$ cat src/shared/fss_pkg.sv
/*
 Constants and types for the flash service and protection block.
 Assumes an APB master with 32-bit data, and a flash array controller on the same clock.
*/
package fss_pkg;
   // APB word offsets
   localparam logic [11:0] ADDR_FUNC   = 12'h000;
   localparam logic [11:0] ADDR_PARAM  = 12'h004;
   localparam logic [11:0] ADDR_VALUE  = 12'h008;
   localparam logic [11:0] ADDR_CTRL   = 12'h00C;
   localparam int          CTRL_START  = 0;
   localparam int          STAT_BUSY   = 0;
   localparam int          STAT_DONE   = 1;
   localparam int          STAT_ERR    = 2;
   localparam int          STAT_LVL_LO = 4;
   localparam int          STAT_LVL_HI = 6;

   // Function codes
   localparam logic [7:0] FN_PROG_ZERO  = 8'h90;
   localparam logic [7:0] FN_CHIP_ERASE = 8'h91;
   localparam logic [7:0] FN_PROG_CELL  = 8'h94;
   localparam logic [7:0] FN_ERASE_CELL = 8'h95;
   localparam logic [7:0] FN_READ_CELL  = 8'h96;
   localparam logic [7:0] MODE_RETURN   = 8'h55;
   localparam logic [7:0] MODE_RESET    = 8'hAA;

   // Block numbers in the high parameter byte
   localparam logic [7:0] BLK0_CODE = 8'h00;
   localparam logic [7:0] BLK1_CODE = 8'h20;
   localparam logic [7:0] BLK2_CODE = 8'h40;
   localparam logic [7:0] BLK3_CODE = 8'h80;
   localparam logic [7:0] BLK4_CODE = 8'hC0;
   localparam logic [7:0] BLK_LOW   = 8'h00;

   // Special cell addresses
   localparam logic [15:0] CELL_BSW_LO = 16'h0000;
   localparam logic [15:0] CELL_BSW_HI = 16'h0001;
   localparam logic [15:0] CELL_BV_LO  = 16'h0002;
   localparam logic [15:0] CELL_BV_HI  = 16'h0003;
   localparam logic [15:0] CELL_STATUS = 16'h0004;
   localparam logic [15:0] CELL_MFR    = 16'h0006;
   localparam logic [15:0] CELL_DEV1   = 16'h0007;
   localparam logic [15:0] CELL_DEV2   = 16'h0008;
   localparam logic [15:0] CELL_LOCK1  = 16'h000A;
   localparam logic [15:0] CELL_LOCK2  = 16'h000C;
   localparam logic [15:0] CELL_LOCK3  = 16'h000E;
   localparam int          LOCK_BIT    = 0;

   // Result bytes
   localparam logic [7:0] RES_PASS       = 8'h00;
   localparam logic [7:0] RES_BAD_FUNC   = 8'h01;
   localparam logic [7:0] RES_LOCKED     = 8'h02;
   localparam logic [7:0] RES_BAD_PARAM  = 8'h03;
   localparam logic [7:0] RES_FLASH_FAIL = 8'h04;
   localparam logic [7:0] ERASED         = 8'hFF;

   localparam logic [2:0] LVL_OPEN  = 3'h1;
   localparam logic [2:0] LVL_BLOCK = 3'h2;
   localparam logic [2:0] LVL_VERIF = 3'h3;
   localparam logic [2:0] LVL_FULL  = 3'h4;

   typedef enum logic [1:0] {FSS_IDLE, FSS_EXEC, FSS_WAIT} fss_state_t;
   typedef enum logic [0:0] {FSS_OP_ZERO_BLOCK, FSS_OP_CHIP_ERASE} fss_flash_op_t;

   typedef struct packed {
      logic        psel;
      logic        penable;
      logic        pwrite;
      logic [11:0] paddr;
      logic [31:0] pwdata;
   } fss_apb_req_t;

   typedef struct packed {
      logic        pready;
      logic [31:0] prdata;
      logic        pslverr;
   } fss_apb_rsp_t;

   typedef struct packed {
      logic          req;
      fss_flash_op_t op;
      logic [2:0]    block;
   } fss_flash_cmd_t;

   typedef struct packed {
      logic done;
      logic fail;
   } fss_flash_rsp_t;
endpackage

$ cat src/verilog/fss_flash_service.sv
/*
 Flash service routines and lock-bit protection, reached over APB.
 Assumes the flash array controller runs on SYS_CLK and holds its done pulse one cycle.
*/
// Implementation choices: the APB register port and the register offsets.
//
// What this block does
// RULE1: Code 90h zeroes one block; block number in high byte bits 7:5. The code takes only 00h/20h/40h/80h/C0h, as blocks 0-4.
// RULE2: Program or erase ends with result byte 00 on pass, non-zero on fail.
// RULE3: Code 91h with mode 55h erases the chip, then returns.
// RULE4: Mode AAh erases the chip, then resets it; other modes are errors.
// RULE5: Code 94h programs special cells 0000h-0004h and lock cells 000Ah/Ch/Eh.
// RULE6: The caller programs at most two bits of a cell per operation.
// RULE7: Code 95h erases only special cells 0000h to 0004h.
// RULE8: Code 96h reads a cell; 0006h-0008h give maker and device identity.
// RULE9: Three independent lock bits in nonvolatile cells select the protection level. The code keeps them in registers that RST loads erased.
// RULE10: No lock bits set means level 1, no restrictions.
// RULE11: Level 2 refuses block erase and status byte or boot vector changes.
// RULE12: Level 3 adds a block on verification readout.
// RULE13: Level 4 adds a block on external execution.
// RULE14: Software sets lock bits only in the four defined combinations.
// RULE15: Full-chip erase proceeds whatever the lock bits hold.
// RULE16: Lock bits never stop programming of still unprogrammed bits. The code refuses any boot vector or status byte programming at level 2 and up.
// RULE17: Unknown function codes do nothing and report a non-zero result.
// RULE18: Refused operations leave flash unchanged and report a non-zero result.
`timescale 1ns/1ps
module fss_flash_service #(
   parameter logic [7:0] MFR_ID  = 8'h5A, // Arbitrary value
   parameter logic [7:0] DEV_ID1 = 8'h11, // Arbitrary value
   parameter logic [7:0] DEV_ID2 = 8'h22  // Arbitrary value
) (
   input  wire logic                    SYS_CLK,
   input  wire logic                    RST,
   input  wire fss_pkg::fss_apb_req_t   APB_REQ,
   output      fss_pkg::fss_apb_rsp_t   APB_RSP,
   output      fss_pkg::fss_flash_cmd_t FLASH_CMD,
   input  wire fss_pkg::fss_flash_rsp_t FLASH_RSP,
   output      logic                    CHIP_RESET,
   output      logic                    VERIFY_LOCK,
   output      logic                    EXT_EXEC_LOCK
);

   typedef struct packed {
      fss_pkg::fss_state_t     state;
      logic [7:0]              func;
      logic [15:0]             param;
      logic [7:0]              value;
      logic                    done;
      logic                    err;
      logic                    reset_after;
      logic [15:0][7:0]        cells;
      fss_pkg::fss_apb_rsp_t   rsp;
      fss_pkg::fss_flash_cmd_t cmd;
      logic                    chip_rst;
      logic                    verify_lock;
      logic                    ext_lock;
   } fss_regs_t;

   fss_regs_t r_reg;
   fss_regs_t r_next;

   // Level from the lock cells; a lock bit counts as set once programmed to zero
   function automatic logic [2:0] fss_level(input logic [15:0][7:0] c);
      logic l1;
      logic l2;
      logic l3;
      l1 = ~c[fss_pkg::CELL_LOCK1[3:0]][fss_pkg::LOCK_BIT];
      l2 = ~c[fss_pkg::CELL_LOCK2[3:0]][fss_pkg::LOCK_BIT];
      l3 = ~c[fss_pkg::CELL_LOCK3[3:0]][fss_pkg::LOCK_BIT];
      // Undefined mixes fall to the highest level whose bits are all present
      if (l1 && l2 && l3) begin // RULE13
         fss_level = fss_pkg::LVL_FULL;
      end else if (l1 && l2) begin // RULE12
         fss_level = fss_pkg::LVL_VERIF;
      end else if (l1) begin // RULE11
         fss_level = fss_pkg::LVL_BLOCK;
      end else begin
         fss_level = fss_pkg::LVL_OPEN; // RULE10
      end
   endfunction

   // Boot vector and status byte are the cells that level 2 freezes
   function automatic logic fss_guarded(input logic [15:0] a);
      fss_guarded = (a == fss_pkg::CELL_BV_LO) || (a == fss_pkg::CELL_BV_HI) ||
                    (a == fss_pkg::CELL_STATUS);
   endfunction

   function automatic logic fss_boot_cell(input logic [15:0] a);
      fss_boot_cell = (a == fss_pkg::CELL_BSW_LO) || (a == fss_pkg::CELL_BSW_HI) ||
                      fss_guarded(a);
   endfunction

   // Lock cells take programming at every level but are erased only by chip erase or by RST
   function automatic logic fss_lock_cell(input logic [15:0] a);
      fss_lock_cell = (a == fss_pkg::CELL_LOCK1) || (a == fss_pkg::CELL_LOCK2) ||
                      (a == fss_pkg::CELL_LOCK3);
   endfunction

   // Level 2 and up freeze the boot vector and status byte
   function automatic logic fss_frozen(input logic [15:0] a, input logic [2:0] l);
      fss_frozen = fss_guarded(a) && (l >= fss_pkg::LVL_BLOCK); // RULE11
   endfunction

   // Valid flag above a block index; only the five listed codes name a block
   function automatic logic [3:0] fss_block_code(input logic [7:0] h);
      case (h) // RULE1
         fss_pkg::BLK0_CODE: fss_block_code = {1'b1, 3'h0};
         fss_pkg::BLK1_CODE: fss_block_code = {1'b1, 3'h1};
         fss_pkg::BLK2_CODE: fss_block_code = {1'b1, 3'h2};
         fss_pkg::BLK3_CODE: fss_block_code = {1'b1, 3'h3};
         fss_pkg::BLK4_CODE: fss_block_code = {1'b1, 3'h4};
         default:            fss_block_code = {1'b0, 3'h0};
      endcase
   endfunction

   always_comb begin
      logic [2:0] lvl;
      logic [7:0] res;
      logic       fin;
      logic [2:0] blk;
      logic       blk_ok;
      logic [3:0] ci;
      lvl    = fss_level(r_reg.cells); // RULE9
      res    = fss_pkg::RES_PASS;
      fin    = 1'b0;
      blk    = 3'h0;
      blk_ok = 1'b1;
      ci     = r_reg.param[3:0];
      r_next = r_reg;
      r_next.rsp.pready   = 1'b0;
      r_next.rsp.pslverr  = 1'b0;
      r_next.chip_rst     = 1'b0;
      // Lock outputs lag the cells by one cycle; nothing outside needs them sooner
      r_next.verify_lock  = (lvl >= fss_pkg::LVL_VERIF); // RULE12
      r_next.ext_lock     = (lvl == fss_pkg::LVL_FULL); // RULE13

      // APB slave, one wait state so read data leaves a flip-flop
      if (APB_REQ.psel && APB_REQ.penable && !r_reg.rsp.pready) begin
         r_next.rsp.pready = 1'b1;
         r_next.rsp.prdata = 32'h0000_0000;
         case (APB_REQ.paddr)
            fss_pkg::ADDR_FUNC: begin
               r_next.rsp.prdata[7:0] = r_reg.func;
               if (APB_REQ.pwrite && r_reg.state == fss_pkg::FSS_IDLE) begin
                  r_next.func = APB_REQ.pwdata[7:0];
               end
            end
            fss_pkg::ADDR_PARAM: begin
               r_next.rsp.prdata[15:0] = r_reg.param;
               if (APB_REQ.pwrite && r_reg.state == fss_pkg::FSS_IDLE) begin
                  r_next.param = APB_REQ.pwdata[15:0];
               end
            end
            fss_pkg::ADDR_VALUE: begin
               r_next.rsp.prdata[7:0] = r_reg.value;
               if (APB_REQ.pwrite && r_reg.state == fss_pkg::FSS_IDLE) begin
                  r_next.value = APB_REQ.pwdata[7:0];
               end
            end
            fss_pkg::ADDR_CTRL: begin
               r_next.rsp.prdata[fss_pkg::STAT_BUSY] = (r_reg.state != fss_pkg::FSS_IDLE);
               r_next.rsp.prdata[fss_pkg::STAT_DONE] = r_reg.done;
               r_next.rsp.prdata[fss_pkg::STAT_ERR]  = r_reg.err;
               r_next.rsp.prdata[fss_pkg::STAT_LVL_HI:fss_pkg::STAT_LVL_LO] = lvl;
               // A start while busy is dropped rather than queued
               if (APB_REQ.pwrite && APB_REQ.pwdata[fss_pkg::CTRL_START] &&
                   r_reg.state == fss_pkg::FSS_IDLE) begin
                  r_next.state = fss_pkg::FSS_EXEC;
                  r_next.done  = 1'b0;
                  r_next.err   = 1'b0;
               end
            end
            // Unmapped offsets answer with an error and touch nothing
            default: begin
               r_next.rsp.pslverr = 1'b1;
            end
         endcase
      end

      case (r_reg.state)
         fss_pkg::FSS_IDLE: begin
         end
         fss_pkg::FSS_EXEC: begin
            fin = 1'b1;
            case (r_reg.func)
               fss_pkg::FN_PROG_ZERO: begin
                  {blk_ok, blk} = fss_block_code(r_reg.param[15:8]); // RULE1
                  if (lvl >= fss_pkg::LVL_BLOCK) begin
                     res = fss_pkg::RES_LOCKED; // RULE11 RULE18
                  end else if (!blk_ok || r_reg.param[7:0] != fss_pkg::BLK_LOW) begin
                     res = fss_pkg::RES_BAD_PARAM; // RULE1
                  end else begin
                     fin                = 1'b0;
                     r_next.cmd.req     = 1'b1;
                     r_next.cmd.op      = fss_pkg::FSS_OP_ZERO_BLOCK;
                     r_next.cmd.block   = blk;
                     r_next.state       = fss_pkg::FSS_WAIT;
                  end
               end
               fss_pkg::FN_CHIP_ERASE: begin
                  // No level check here on purpose
                  if (r_reg.value == fss_pkg::MODE_RETURN ||
                      r_reg.value == fss_pkg::MODE_RESET) begin // RULE15
                     fin                = 1'b0;
                     r_next.cmd.req     = 1'b1;
                     r_next.cmd.op      = fss_pkg::FSS_OP_CHIP_ERASE;
                     r_next.cmd.block   = 3'h0;
                     r_next.reset_after = (r_reg.value == fss_pkg::MODE_RESET); // RULE4
                     r_next.state       = fss_pkg::FSS_WAIT;
                  end else begin
                     res = fss_pkg::RES_BAD_PARAM; // RULE4
                  end
               end
               fss_pkg::FN_PROG_CELL: begin
                  if (!(fss_boot_cell(r_reg.param) || fss_lock_cell(r_reg.param))) begin
                     res = fss_pkg::RES_BAD_PARAM; // RULE5
                  end else if (fss_frozen(r_reg.param, lvl)) begin
                     res = fss_pkg::RES_LOCKED; // RULE11 RULE18
                  end else begin
                     // Programming only clears bits; locks block it only for the frozen boot vector and status byte
                     r_next.cells[ci] = r_reg.cells[ci] & r_reg.value; // RULE5 RULE16
                  end
               end
               fss_pkg::FN_ERASE_CELL: begin
                  if (!fss_boot_cell(r_reg.param)) begin
                     res = fss_pkg::RES_BAD_PARAM; // RULE7
                  end else if (fss_frozen(r_reg.param, lvl)) begin
                     res = fss_pkg::RES_LOCKED; // RULE11 RULE18
                  end else begin
                     r_next.cells[ci] = fss_pkg::ERASED; // RULE7
                  end
               end
               fss_pkg::FN_READ_CELL: begin
                  case (r_reg.param) // RULE8
                     fss_pkg::CELL_MFR:  res = MFR_ID;
                     fss_pkg::CELL_DEV1: res = DEV_ID1;
                     fss_pkg::CELL_DEV2: res = DEV_ID2;
                     fss_pkg::CELL_BSW_LO, fss_pkg::CELL_BSW_HI, fss_pkg::CELL_BV_LO,
                     fss_pkg::CELL_BV_HI, fss_pkg::CELL_STATUS, fss_pkg::CELL_LOCK1,
                     fss_pkg::CELL_LOCK2, fss_pkg::CELL_LOCK3: res = r_reg.cells[ci];
                     // Holes in the cell map read back as a parameter error
                     default: begin
                        res = fss_pkg::RES_BAD_PARAM;
                        r_next.err = 1'b1;
                     end
                  endcase
               end
               default: begin
                  res = fss_pkg::RES_BAD_FUNC; // RULE17
               end
            endcase
            // Cell work and refusals finish in this one cycle
            if (fin) begin
               r_next.value = res; // RULE2
               if (r_reg.func != fss_pkg::FN_READ_CELL) begin
                  r_next.err = (res != fss_pkg::RES_PASS);
               end
               r_next.done  = 1'b1;
               r_next.state = fss_pkg::FSS_IDLE;
            end
         end
         fss_pkg::FSS_WAIT: begin
            // Request, op and block hold still until the array answers
            if (FLASH_RSP.done) begin
               r_next.cmd.req = 1'b0;
               r_next.value   = FLASH_RSP.fail ? fss_pkg::RES_FLASH_FAIL
                                               : fss_pkg::RES_PASS; // RULE2
               r_next.err     = FLASH_RSP.fail;
               r_next.done    = 1'b1;
               r_next.state   = fss_pkg::FSS_IDLE;
               // A failed erase leaves every cell, locks included, as it was
               if (r_reg.cmd.op == fss_pkg::FSS_OP_CHIP_ERASE && !FLASH_RSP.fail) begin
                  // Chip erase also wipes special cells, so all locks clear
                  for (int i = 0; i < 16; i++) begin
                     r_next.cells[i] = fss_pkg::ERASED; // RULE15
                  end
                  r_next.chip_rst = r_reg.reset_after; // RULE4
               end
               r_next.reset_after = 1'b0; // RULE3
            end
         end
         default: begin
            r_next.state = fss_pkg::FSS_IDLE;
         end
      endcase
   end

   // Cell store is loaded erased at reset; it stands in for the nonvolatile array
   always_ff @(posedge SYS_CLK or posedge RST) begin
      if (RST) begin
         r_reg             <= '0;
         r_reg.state       <= fss_pkg::FSS_IDLE;
         r_reg.cells       <= {16{fss_pkg::ERASED}};
      end else begin
         r_reg <= r_next;
      end
   end

   assign APB_RSP       = r_reg.rsp;
   assign FLASH_CMD     = r_reg.cmd;
   assign CHIP_RESET    = r_reg.chip_rst;
   assign VERIFY_LOCK   = r_reg.verify_lock;
   assign EXT_EXEC_LOCK = r_reg.ext_lock;

endmodule

$ cat config.mk
export PLATFORM = sky130hd
export DESIGN_NAME = fss_flash_service
export DESIGN_NICKNAME = d
export VERILOG_FILES = /design/src/shared/fss_pkg.sv /design/src/verilog/fss_flash_service.sv
export SDC_FILE = /design/constraint.sdc
export NUM_CORES = 1
export LEC_CHECK = 0
export BUFFER_PORTS_ARGS = -buffer_cell sky130_fd_sc_hd__buf_2
export CAP_MARGIN = 20
export CORE_UTILIZATION = 56
export CTS_CLUSTER_SIZE = 10
export DETAILED_ROUTE_END_ITERATION = 7
export GPL_TIMING_DRIVEN = 0
export PLACE_DENSITY = 0.83
export SLEW_MARGIN = 20
export SYNTH_ARGS = -nofsm -noshare
export SYNTH_HDL_FRONTEND = slang
export SYNTH_SLANG_ARGS = --single-unit
$ cat constraint.sdc
create_clock -name SYS_CLK -period 16.44 [get_ports SYS_CLK]
set_clock_uncertainty 0.1 [all_clocks]
set_input_delay 4.932 -clock SYS_CLK [delete_from_list [all_inputs] [get_ports SYS_CLK]]
set_output_delay 4.932 -clock SYS_CLK [all_outputs]
set_load 0.01 [all_outputs]
==> qor.csv <==
metric,value,unit
placed cells,1460,
Reg area,0.00494,mm2
fin. max-slew vios,0,
minimum clock period,7.18,ns
routed via count,10362,
failing checks,DRC,
final setup fails,0,
synth warn,0,
PD cells,108,mW/mm2
core area,0.0197,mm2
switching pwr,401,uW
num ports,93,
worst setup margin,9.26,ns
clock-pin slew on the worst setup and hold paths,0.07,ns
fmax,139,MHz
relative slew slack,0.210,
synthesized area,0.0114,mm2
Detailed Route WL,35400,um
P_int,973,uW
HPWL after detailed placement,25000,um
largest cells by area after synthesis,"dfstp_2, dfrtp_1, mux4_2, a21oi_1, o21ai_0",
top_reg_cell synth,dfstp_2,
share of the synthesized area in the top cell type,0.296,
Clock power frac,0.308,
first-pass GRT wire length,54900,um
status,finished with violations,
Worst-Margin Slew,1.18,ns
WS Path Type,input port to flip-flop,
CTS sink count,191,
CP Data Arrival Time,7.41,ns
CTS Hold Buffers Added,0,
leakage,5.03,nW
maximum VDD drop,0.0842,mV
CTS tree,built,
fin crit share,0.437,
Hold Fails Final Rpt,0,
Netlist cell types,76,
CTS root buf,clkbuf_16,
DP Worst Slack,8.79,ns
GRT overflow,0,
Detailed Route Iter0 Violations,1345,
max reg flops,165,
wire per inst,23.7,um
Startpoint Class,input port,
hold slack,0.384,ns
post-CTS sizing,0,
largest area contributor in the netlist,dfstp_2,
DRT antenna net count,0,
max cap viols,0,
Post-synth ARST share,1.00,
vias in the first global route,10028,
post-CTS setup buffer count,0,
number of I/O port buffers,60,
crit-path max FO,10,
Initial Util,0.578,
antenna violations before repair,0,
syn avg cell area,10.2,um2
Seq pwr share,0.517,
die width,144,um
Post-synth EDFFs,0,
area of the multi-input gates,0.00562,mm2
Clock Tree Buf Depth,2,
Overall Power,1.37,mW
Num CTS Buffers,17,
setup tns final,0,ns
Clock Latency Late Sink,0.45,ns
sw frac,0.292,
post-synthesis sequential area ratio,0.435,
cell row count,51,
Die H,144,um
routability congestion estimate,1.01,
Hold Path Class,flip-flop to flip-flop,
DR pass1 iterations,8,
layout overhead on the synthesized area,11.6,%
RSZ-0062 raised after global routing,no,
layout cell share with drive strength beyond 1,0.335,
Tot GR Track Use,0.352,
fillcell total,1608,
register bit total from synthesis,191,
drt drc,2,
Synth top cells by count,"a21oi_1, dfstp_2, nand2_1",
CTS HTree Levels,4,
Vias/cell,6.94,
fin cells,1493,
Die ar.,0.0209,mm2
CP endpoint kind,flip-flop,
Final #Nets,1269,
WP data required,16.67,ns
Cells after Synth,1119,
largest net degree at the start of global routing,97,
Comb pwr share,0.175,
most common cell in the netlist,a21oi_1,
-- final timing paths --
kind	start	to	slack, ns	cells past startpoint
max	APB_REQ[41]	r_reg[181]	9.26	10
min	APB_RSP[3]	APB_RSP[3]	0.38	2
max reg2reg	r_reg[184]	r_reg[94]	12.84	9
min reg2reg	APB_RSP[3]	APB_RSP[3]	0.38	2
max in group asynchronous	RST	r_reg[63]	10.79	3
min in group asynchronous	RST	APB_RSP[2]	4.50	2
-- cells in the final DEF (no fill, tap or decap), types with 5 or more instances in the layout --
master,instances
a21oi_1,156
dfstp_2,128
nand2_1,103
o21ai_0,97
buf_2,85
clkbuf_1,74
dfrtp_1,63
buf_4,44
o211ai_1,44
nor2_1,42
o221a_2,40
mux4_2,39
o221ai_1,33
mux2i_1,20
clkbuf_16,18
mux2_2,16
conb_1,16
nand3_1,14
a22o_1,14
a31oi_1,13
o21ai_1,12
mux2_1,10
inv_1,9
o22ai_1,7
a21o_1,7
nor3_1,7
nor2b_1,6
a22oi_4,5
-- cell families (layout without fill, tap and decap cells) --
family,after synthesis,after routing,share of synthesized area
mux,85,85,0.121
compound gates,454,454,0.267
flops,191,191,0.435
fa+ha+maj,4,4,0.00440
buf+inv,162,255,0.0754
other cells,1,17,0.000330
simple gates,220,220,0.0964
xor+xnor,2,2,0.00154
-- worst max-delay path, stage by stage --
cell	delay [ns]
buf_2	0.09
nor4_1	0.43
and4_1	0.25
buf_2	0.18
nand2_1	0.07
nor2_1	0.44
and3_1	0.23
buf_2	0.19
buf_4	0.23
mux2_1	0.34
-- layout make-up --
class | count | area share
antenna | 1 | 0.000197
multi-input combinational | 781 | 0.443
sequential | 191 | 0.390
timing repair buffer | 61 | 0.0258
inverter | 11 | 0.00385
buffer | 151 | 0.0643
clock buffer | 20 | 0.0369
clock inverter | 12 | 0.00977
tap | 265 | 0.0261
-- metal layers --
layer,global-route usage,routed length [um]
met5,0,0
met4,0.220,1900
met3,0.0818,4110
met2,0.542,16100
met1,0.450,13300
-- through the flow --
stage,instance area (um2),util
after floorplan,11400,-
after global placement,12100,0.613
after detailed placement,12100,0.615
after CTS,12700,0.645
after global routing,12700,0.645
final,12700,0.645
-- power groups by stage --
stage,Combinational [mW],Sequential [mW],Clock [mW]
after global routing,0.260,0.719,0.440
after detailed placement,0.235,0.708,0
after CTS,0.236,0.703,0.421
final,0.241,0.710,0.423
after global placement,0.226,0.703,0
after floorplan,0.179,0.675,0
Note: power is estimated with default switching activity, not from simulation.
